==> src/dis_pkg.sv <==
// shared constants, state codes and the core state record of the integrator sequencer
package dis_pkg;

	// ======================================================================
	// configuration register layout
	localparam int CFG_BITS = 12;
	localparam logic [11:0] CFG_RESET = 12'hF00;
	localparam logic [11:0] CFG_KEEP_MASK = 12'hFC1;
	localparam int CFG_TEST_BIT = 0;
	localparam int CFG_QUARTER_BIT = 6;
	localparam int CFG_SPEED_BIT = 7;
	localparam int CFG_FORMAT_BIT = 8;
	localparam logic [3:0] CFG_CNT_LAST = 4'hB;

	// ======================================================================
	// clock divider and timing counts in internal clock periods
	localparam logic [1:0] DIV_LAST = 2'h3;
	localparam logic [10:0] MEAS_LOW_POWER = 11'h610;
	localparam logic [10:0] MEAS_HIGH_SPEED = 11'h64C;
	localparam logic [10:0] READY_DELAY = 11'h566;

	// ======================================================================
	// result stream
	localparam int NUM_CH = 32;
	localparam int WORD_W = 20;
	localparam logic [4:0] BITS_LONG_LAST = 5'h13;
	localparam logic [4:0] BITS_SHORT_LAST = 5'h0F;
	localparam logic [5:0] CH_LAST = 6'h1F;
	localparam logic [5:0] CH_CHAIN = 6'h20;

	// ======================================================================
	// sequencer states, one-hot
	typedef enum logic [7:0] {
		ST_FLUSH_A = 8'h01,
		ST_PREP_A = 8'h02,
		ST_INT_A = 8'h04,
		ST_INT_B_MEAS_A = 8'h08,
		ST_INT_A_MEAS_B = 8'h10,
		ST_INT_B = 8'h20,
		ST_PREP_B = 8'h40,
		ST_FLUSH_B = 8'h80
	} dis_state_t;

	// ======================================================================
	// complete state of the sequencer core
	typedef struct packed {
		dis_state_t seq;
		logic started;
		logic [1:0] div;
		logic sel_seen;
		logic busy;
		logic [10:0] meas_cnt;
		logic meas_second;
		logic meas_side_b;
		logic rdy_run;
		logic [10:0] rdy_cnt;
		logic ready_n;
		logic sclk_prev;
		logic cfg_sclk_prev;
		logic [11:0] cfg_shift;
		logic [3:0] cfg_cnt;
		logic [11:0] cfg;
		logic streaming;
		logic [19:0] word;
		logic [4:0] bit_idx;
		logic [5:0] word_idx;
		logic sout;
		logic conn_a;
		logic conn_b;
	} dis_core_t;

	localparam dis_core_t CORE_RESET = '{
		seq: ST_FLUSH_B, started: 1'b0, div: 2'h0, sel_seen: 1'b0, busy: 1'b0,
		meas_cnt: 11'h000, meas_second: 1'b0, meas_side_b: 1'b0, rdy_run: 1'b0,
		rdy_cnt: 11'h000, ready_n: 1'b1, sclk_prev: 1'b0, cfg_sclk_prev: 1'b0,
		cfg_shift: 12'h000, cfg_cnt: 4'h0, cfg: CFG_RESET, streaming: 1'b0,
		word: 20'h00000, bit_idx: 5'h00, word_idx: 6'h00, sout: 1'b0,
		conn_a: 1'b0, conn_b: 1'b0
	};

endpackage

==> src/dis_result_mem.sv <==
// result word store with a registered read port
`timescale 1ns/1ps
module dis_result_mem #(
	parameter int DEPTH = 32,
	parameter int WIDTH = 20,
	parameter int AW = 5
) (
	// clock
	input wire logic clk,
	// write side
	input wire logic wr_en,
	input wire logic [AW-1:0] wr_addr,
	input wire logic [WIDTH-1:0] wr_data,
	// read side
	input wire logic [AW-1:0] rd_addr,
	output logic [WIDTH-1:0] rd_data
);

	logic [WIDTH-1:0] mem [DEPTH];

	always_ff @(posedge clk) begin
		if (wr_en) begin
			mem[wr_addr] <= wr_data;
		end
		rd_data <= mem[rd_addr];
	end

endmodule

==> src/dis_sequencer.sv <==
// integrate/measure sequencer, configuration shifter and result readout
// Operation
// - quarter-divide bit set: internal clock is system clock divided by four, else one.
// - all sequencer timing counts scale by four when dividing.
// - test bit disconnects all current inputs from the integrators.
// - result_ready_n goes low when a result is available; host waits for it.
// - result_ready_n stays low until shift_clock goes high then low.
// - reset clears the device; host holds it at least 1 us, glitch free; the bench holds it 16 clock cycles, 640 ns.
// - ready is generated on the divided internal clock; host should poll it.
// - slow conversion leaves gapless mode and halts integration until caught up.
// - eight states, advanced by levels of select and measure-busy.
// - measure-busy is high during any measure, reset, auto-zero cycle.
// - gapless states 3 to 6; 4 and 5 integrate one side, measure other.
// - select toggling while busy goes to state 1 or 8, then 2 or 7.
// - state 1 measures A then B if from 4; state 8 mirrors.
// - states 1, 2, 7, 8 ground the channel inputs.
// - integrations always alternate between sides A and B.
// - start in state 1 with select high, state 8 with select low.
// - measure cycle lasts 1552 periods low power, 1612 high speed.
// - gapless ready asserts 1382 periods after select toggles.
// - configuration is a 12-bit word, msb first, latched on falling shift edge.
// - result bits leave on each falling edge of shift_clock.
// - format bit picks 20-bit words, else upper 16 bits.
`timescale 1ns/1ps
module dis_sequencer
	import dis_pkg::*;
(
	// clock and reset
	input wire logic clk,
	input wire logic rst,
	// conversion control
	input wire logic integrate_select,
	// configuration port
	input wire logic cfg_din,
	input wire logic cfg_shift_clock,
	// results from the converter core
	input wire logic adc_result_valid,
	input wire logic [4:0] adc_result_channel,
	input wire logic [19:0] adc_result_code,
	// serial readout
	input wire logic shift_clock,
	input wire logic chain_din,
	output logic result_ready_n,
	output logic serial_out,
	// front end control and status
	output logic connect_side_a,
	output logic connect_side_b,
	output logic measure_busy,
	output logic measure_side_b,
	output logic [7:0] seq_state,
	output logic [11:0] config_value
);

	// ======================================================================
	// decoding helpers
	function automatic logic side_connected(dis_state_t st, logic side_b, logic test);
		logic integ;
		integ = side_b ? (st == ST_INT_B || st == ST_INT_B_MEAS_A)
			: (st == ST_INT_A || st == ST_INT_A_MEAS_B);
		return integ && !test;
	endfunction

	function automatic logic [10:0] meas_len_last(logic [11:0] cfg);
		return (cfg[CFG_SPEED_BIT] ? MEAS_HIGH_SPEED : MEAS_LOW_POWER) - 11'h001;
	endfunction

	// ======================================================================
	// state and memory
	dis_core_t s_r;
	dis_core_t s_nxt;
	logic [19:0] rd_data;
	logic [4:0] rd_addr;
	logic [5:0] rd_next;

	assign rd_next = s_r.word_idx + 6'h01;
	assign rd_addr = (s_r.streaming && shift_clock) ? rd_next[4:0] : 5'h00;

	dis_result_mem #(.DEPTH(NUM_CH), .WIDTH(WORD_W), .AW(5)) u_mem (
		.clk(clk),
		.wr_en(adc_result_valid),
		.wr_addr(adc_result_channel),
		.wr_data(adc_result_code),
		.rd_addr(rd_addr),
		.rd_data(rd_data)
	);

	// ======================================================================
	// next state
	always_comb begin
		logic tick;
		logic done;
		logic fire;
		logic sclk_fall;
		logic [4:0] bits_last;
		tick = 1'b0;
		done = 1'b0;
		fire = 1'b0;
		sclk_fall = 1'b0;
		bits_last = BITS_LONG_LAST;
		s_nxt = s_r;

		// internal clock enable
		s_nxt.div = s_r.div + 2'h1;
		tick = !s_r.cfg[CFG_QUARTER_BIT] || (s_r.div == DIV_LAST);

		// configuration shifter
		s_nxt.cfg_sclk_prev = cfg_shift_clock;
		if (s_r.cfg_sclk_prev && !cfg_shift_clock) begin
			s_nxt.cfg_shift = {s_r.cfg_shift[10:0], cfg_din};
			if (s_r.cfg_cnt == CFG_CNT_LAST) begin
				s_nxt.cfg = {s_r.cfg_shift[10:0], cfg_din} & CFG_KEEP_MASK;
				s_nxt.cfg_cnt = 4'h0;
			end else begin
				s_nxt.cfg_cnt = s_r.cfg_cnt + 4'h1;
			end
		end

		if (tick) begin
			s_nxt.sel_seen = integrate_select;
			// measure cycle counter
			if (s_r.busy) begin
				if (s_r.meas_cnt == meas_len_last(s_r.cfg)) begin
					s_nxt.meas_cnt = 11'h000;
					done = 1'b1;
					if (s_r.meas_second) begin
						s_nxt.meas_second = 1'b0;
						s_nxt.meas_side_b = !s_r.meas_side_b;
					end else begin
						s_nxt.busy = 1'b0;
					end
				end else begin
					s_nxt.meas_cnt = s_r.meas_cnt + 11'h001;
				end
			end
			// gapless ready delay
			if (s_r.rdy_run) begin
				if (s_r.rdy_cnt == READY_DELAY - 11'h001) begin
					s_nxt.rdy_run = 1'b0;
					fire = 1'b1;
				end else begin
					s_nxt.rdy_cnt = s_r.rdy_cnt + 11'h001;
				end
			end
			if (done && (s_r.seq == ST_FLUSH_A || s_r.seq == ST_FLUSH_B)) begin
				fire = 1'b1;
			end
			// sequencer, level driven
			if (!s_r.started) begin
				s_nxt.started = 1'b1;
				s_nxt.seq = integrate_select ? ST_FLUSH_A : ST_FLUSH_B;
			end else begin
				unique case (s_r.seq)
					ST_FLUSH_A: begin
						if (!s_r.busy) begin
							s_nxt.seq = ST_PREP_A;
						end
					end
					ST_PREP_A: begin
						if (!integrate_select) begin
							s_nxt.seq = ST_INT_A;
						end
					end
					ST_INT_A: begin
						if (integrate_select) begin
							s_nxt.seq = ST_INT_B_MEAS_A;
							s_nxt.busy = 1'b1;
							s_nxt.meas_cnt = 11'h000;
							s_nxt.meas_side_b = 1'b0;
							s_nxt.rdy_run = 1'b1;
							s_nxt.rdy_cnt = 11'h000;
						end
					end
					ST_INT_B_MEAS_A: begin
						if (!integrate_select) begin
							if (s_r.busy) begin
								s_nxt.seq = ST_FLUSH_A;
								if (s_nxt.busy) begin
									s_nxt.meas_second = 1'b1;
								end else begin
									s_nxt.busy = 1'b1;
									s_nxt.meas_side_b = 1'b1;
								end
							end else begin
								s_nxt.seq = ST_INT_A_MEAS_B;
								s_nxt.busy = 1'b1;
								s_nxt.meas_cnt = 11'h000;
								s_nxt.meas_side_b = 1'b1;
								s_nxt.rdy_run = 1'b1;
								s_nxt.rdy_cnt = 11'h000;
							end
						end
					end
					ST_INT_A_MEAS_B: begin
						if (integrate_select) begin
							if (s_r.busy) begin
								s_nxt.seq = ST_FLUSH_B;
								if (s_nxt.busy) begin
									s_nxt.meas_second = 1'b1;
								end else begin
									s_nxt.busy = 1'b1;
									s_nxt.meas_side_b = 1'b0;
								end
							end else begin
								s_nxt.seq = ST_INT_B_MEAS_A;
								s_nxt.busy = 1'b1;
								s_nxt.meas_cnt = 11'h000;
								s_nxt.meas_side_b = 1'b0;
								s_nxt.rdy_run = 1'b1;
								s_nxt.rdy_cnt = 11'h000;
							end
						end
					end
					ST_INT_B: begin
						if (!integrate_select) begin
							s_nxt.seq = ST_INT_A_MEAS_B;
							s_nxt.busy = 1'b1;
							s_nxt.meas_cnt = 11'h000;
							s_nxt.meas_side_b = 1'b1;
							s_nxt.rdy_run = 1'b1;
							s_nxt.rdy_cnt = 11'h000;
						end
					end
					ST_PREP_B: begin
						if (integrate_select) begin
							s_nxt.seq = ST_INT_B;
						end
					end
					ST_FLUSH_B: begin
						if (!s_r.busy) begin
							s_nxt.seq = ST_PREP_B;
						end
					end
					default: begin
						s_nxt.seq = ST_FLUSH_B;
					end
				endcase
			end
		end

		// readout on falling shift_clock
		s_nxt.sclk_prev = shift_clock;
		sclk_fall = s_r.sclk_prev && !shift_clock;
		bits_last = s_r.cfg[CFG_FORMAT_BIT] ? BITS_LONG_LAST : BITS_SHORT_LAST;
		if (sclk_fall) begin
			s_nxt.ready_n = 1'b1;
			if (s_r.streaming) begin
				if (s_r.word_idx == CH_CHAIN) begin
					s_nxt.sout = chain_din;
				end else if (s_r.bit_idx == bits_last) begin
					s_nxt.bit_idx = 5'h00;
					s_nxt.word_idx = rd_next;
					if (s_r.word_idx == CH_LAST) begin
						s_nxt.sout = chain_din;
					end else begin
						s_nxt.word = rd_data;
						s_nxt.sout = rd_data[19];
					end
				end else begin
					s_nxt.bit_idx = s_r.bit_idx + 5'h01;
					s_nxt.word = {s_r.word[18:0], 1'b0};
					s_nxt.sout = s_r.word[18];
				end
			end
		end
		if (fire) begin
			s_nxt.ready_n = 1'b0;
			s_nxt.streaming = 1'b1;
			s_nxt.word_idx = 6'h00;
			s_nxt.bit_idx = 5'h00;
			s_nxt.word = rd_data;
			s_nxt.sout = rd_data[19];
		end

		// front end switches follow the next state
		s_nxt.conn_a = side_connected(s_nxt.seq, 1'b0, s_nxt.cfg[CFG_TEST_BIT]);
		s_nxt.conn_b = side_connected(s_nxt.seq, 1'b1, s_nxt.cfg[CFG_TEST_BIT]);
	end

	// ======================================================================
	// state register
	always_ff @(posedge clk) begin
		if (rst) begin
			s_r <= CORE_RESET;
		end else begin
			s_r <= s_nxt;
		end
	end

	// ======================================================================
	// outputs
	assign result_ready_n = s_r.ready_n;
	assign serial_out = s_r.sout;
	assign connect_side_a = s_r.conn_a;
	assign connect_side_b = s_r.conn_b;
	assign measure_busy = s_r.busy;
	assign measure_side_b = s_r.meas_side_b;
	assign seq_state = s_r.seq;
	assign config_value = s_r.cfg;

endmodule

==> config.mk <==
export PLATFORM = sky130hd
export DESIGN_NAME = dis_sequencer
export DESIGN_NICKNAME = d
export VERILOG_FILES = /design/src/dis_pkg.sv /design/src/dis_result_mem.sv /design/src/dis_sequencer.sv
export SDC_FILE = /design/constraint.sdc
export NUM_CORES = 1
export LEC_CHECK = 0
export ABC_AREA = 0
export BUFFER_PORTS_ARGS = -buffer_cell sky130_fd_sc_hd__buf_2
export CAP_MARGIN = 30
export CORE_AREA = 2 2 280 282
export DETAILED_ROUTE_END_ITERATION = 16
export DIE_AREA = 0 0 282 284
export PLACE_DENSITY = 0.54
export SLEW_MARGIN = 0
export SYNTH_ARGS = -nofsm -noshare
export SYNTH_HDL_FRONTEND = slang
export SYNTH_HIERARCHICAL = 1
export SYNTH_SLANG_ARGS = --single-unit
export TNS_END_PERCENT = 30
==> constraint.sdc <==
create_clock -name clk -period 2.9 [get_ports clk]
set_input_delay 0.145 -clock clk [delete_from_list [all_inputs] [get_ports clk]]
set_output_delay 0.145 -clock clk [all_outputs]
set_load 0.03 [all_outputs]
==> impl_metrics.yaml <==
timing:
  min_period_ns: 2.69
  fmax_mhz: 372
  rsz0062_at_grt: "no"
  finalHoldViolCount: 0
  worst_pin_slew_ns: 0.710
  whs_ns: 0.0338
  setup_viol: 0
  setup_tns_ns: 0
  slew_violations: 0
  relSlewSlack_pct: 52.7
  finalCritPeriodShare_pct: 92.7
  clock_skew_ns: 0.0235
clocking:
  cts_tree: "built"
  cts.reportedPaths.clkPinSlew_ns: 0.06
  clk_latency_ns: 0.63
  cts_buffers: 82
  clk_path_buf_depth: 3
  cts_root_buf: "clkbuf_16"
  numClockSinks: 756
  h-tree-depth: 3
power:
  cellPowerDensity_nw_per_um2: 650
  leakage_nw: 10.9
  power_w: 0.0228
  vdd_drop_max_mv: 0.437
synthesis:
  syn_avg_cell_area_um2: 14.9
  seq_area_frac_synth_pct: 70.5
  synth_mux_area_share_pct: 10.6
  ys_ff_latch: 756
  yosys.area_share.simple_pct: 7.84
  synthArstFlopShare_pct: 0
  synth_top_family_by_area: "multiplexers"
  synth_top_flop_cell: "edfxtp_1"
  synth_compound_area_share_pct: 6.61
  syn_area_um2: 30500
  synth_fa_ha_area_share_pct: 0.328
  synthXorXnorAreaFrac_pct: 0.803
  synth_enable_flop_cells: 640
  yosysUniqueCellTypes: 72
  yosys_warnings: 6
  syn_inst: 2045
final_layout:
  antennaDiodeCount: 0
  area_growth_pct: 14.7
  drive_above_1_share_pct: 15.0
  nNetsFinal: 2192
critical_path:
  startpoint_type: "flop"
  worst_r2r_endpoint: "u_mem/rd_data[8]"
  worstSetupPathType: "flop to flop"
  reg2reg_depth: 9
  cp.arrival_ns: 3.13
  timing.rr.start: "s_r[3]"
  cp.required_ns: 3.35
  crit_path_max_fanout: 24
  cp-startpoint: "s_r[3]"
  cp-end-kind: "flop"
  worstSetupEndpoint: "u_mem/rd_data[8]"
  r2r_setup_slack_ns: 0.21
run:
  drv_cap: 0
global_route:
  grt_pass1_wl_um: 107000
  grt_usage_pct: 17.7
  grt_antenna_before_repair: 0
  first_global_vias: 17500
  grt_max_degree: 55
  overflow: 0
status:
  status: "finished clean"
route:
  wire_per_inst_um: 21.7
  postRouteAntennaNets: 0
  route.detailed.drc: 0
  vias_per_cell: 5.36
  drt_iter0_drc: 1429
  wl_um: 70700
  first_pass_iters: 5
  vias: 17400
floorplanning:
  dieArea_um2: 80100
  initial_utilization_pct: 39.7
  die_w_um: 282
  chipHeight_um: 284
  io_pins: 59
  rows: 102
  core-area_um2: 77000
place:
  place_congestion: 0.799
  io_buffers: 53
  hpwl_um: 42000
worst_hold_path:
  min_from: "adc_result_code[10]"
  hold_class: "primary input to flop"
placed cells by master, fill, tap and decap left out, types with 7 or more instances in the layout:
cell type        n
bufinv_16       10
o21ai_0         19
nand2_1        110
nor2_2          34
xnor2_1         11
a21oi_1         81
a22oi_1         80
ha_1             8
buf_4           77
buf_2           53
buf_12          16
edfxtp_1       640
nor2b_1         14
clkbuf_1        15
mux2i_1        324
or3_1           12
xor2_1          17
clkinv_2        14
nand3_1         74
nor3_1          55
dfxtp_1        111
a31oi_1         26
clkinv_1        14
inv_1           10
nand4_1         33
o22ai_1         20
a211o_1          7
a22o_1          40
nor2_1          83
dlygate4sd3_1   11
clkbuf_16       82
state kept, by name, indices dropped and copies added (netlist names):
name,flops
u_mem/mem,640
measure_side_b,1
serial_out,1
config_value,7
connect_side_b,1
result_ready_n,1
measure_busy,1
u_mem/rd_data,20
connect_side_a,1
seq_state,8
s_r,75
worst min path at each step:
stage | end | cells past startpoint
finish | u_mem/mem[3][10] | 1
detailed placement | s_r[63] | 2
CTS | u_mem/mem[0][10] | 1
floorplan | u_mem/mem[0][0] | 0
global route | u_mem/mem[3][10] | 1
global placement | s_r[63] | 2
final cells by class:
class / count / area [um^2]
Fill cell: 6745 / 41900
Sequential cell: 756 / 21500
Multi-Input combinational cell: 1143 / 8170
Clock buffer: 100 / 2150
Tap cell: 1040 / 1300
Timing Repair Buffer: 157 / 1270
Clock inverter: 46 / 541
Inverter: 11 / 41.3
cells by family after synthesis:
group,Yosys count
DFF,756
and+or+nand+nor,480
muxes,324
other,1
adders and majority gates,8
xor gates and xnor gates,28
buffers and inverters,150
AOI/OAI and AO/OA,298
critical path: stages (launching register included):
cell and delay (ns):
dfxtp_1 0.46, inv_1 0.08, ha_1 0.30, and3_1 0.32, nor2b_4 0.27, buf_12 0.20, a22o_1 0.19, nor3_1 0.07
a31oi_1 0.40, nand3_1 0.21
cell usage after synthesis (17+ instances only):
cell	number	area, um^2
a31oi_1	27	169
buf_2	32	160
mux2i_1	324	3240
o22ai_1	20	125
nand4_1	33	206
edfxtp_1	640	19200
dfxtp_1	116	2320
nor3_1	55	275
o21ai_0	19	95.1
buf_4	37	278
clkbuf_1	43	161
nor2_1	118	443
xor2_1	17	149
a21oi_1	81	405
a22oi_1	80	601
a22o_1	40	350
nand2_1	110	413
nand3_1	74	370
report_power, final:
| group | switching (W) | internal [W] |
|---|---|---|
| Combinational | 0.000324 | 0.000101 |
| Sequential | 0.0000408 | 0.0119 |
| Clock | 0.00422 | 0.00618 |
metrics by stage:
stage / cells / util (%) / setup WS [ns] / area, um^2
after floorplan: 2049 / - / 0.441 / 30600
after global placement: 3095 / 41.8 / 0.233 / 32200
after detailed placement: 3095 / 41.8 / 0.184 / 32200
after CTS: 3252 / 45.5 / 0.162 / 35000
after global routing: 3253 / 45.5 / 0.0209 / 35000
final: 3253 / 45.5 / 0.212 / 35000
metal layers:
metal  part of all wire (%)  vias up  wire length, um  global-route usage, %
met5                      0        -                0                      0
met4                    2.2        0             1570                   5.08
met3                    4.4      107             3130                   2.67
met2                     49      391            34400                   29.2
met1                     45     8860            31600                   24.2
li1                       -     8073                -                      -
repair_timing:
item,CTS,global route
buffers inserted,0,1
setup endpoints to repair,0,20
resized for setup,0,10
hold endpoints to repair,100,0
hold buffers,11,0
Power figures use the tool's default switching activity.
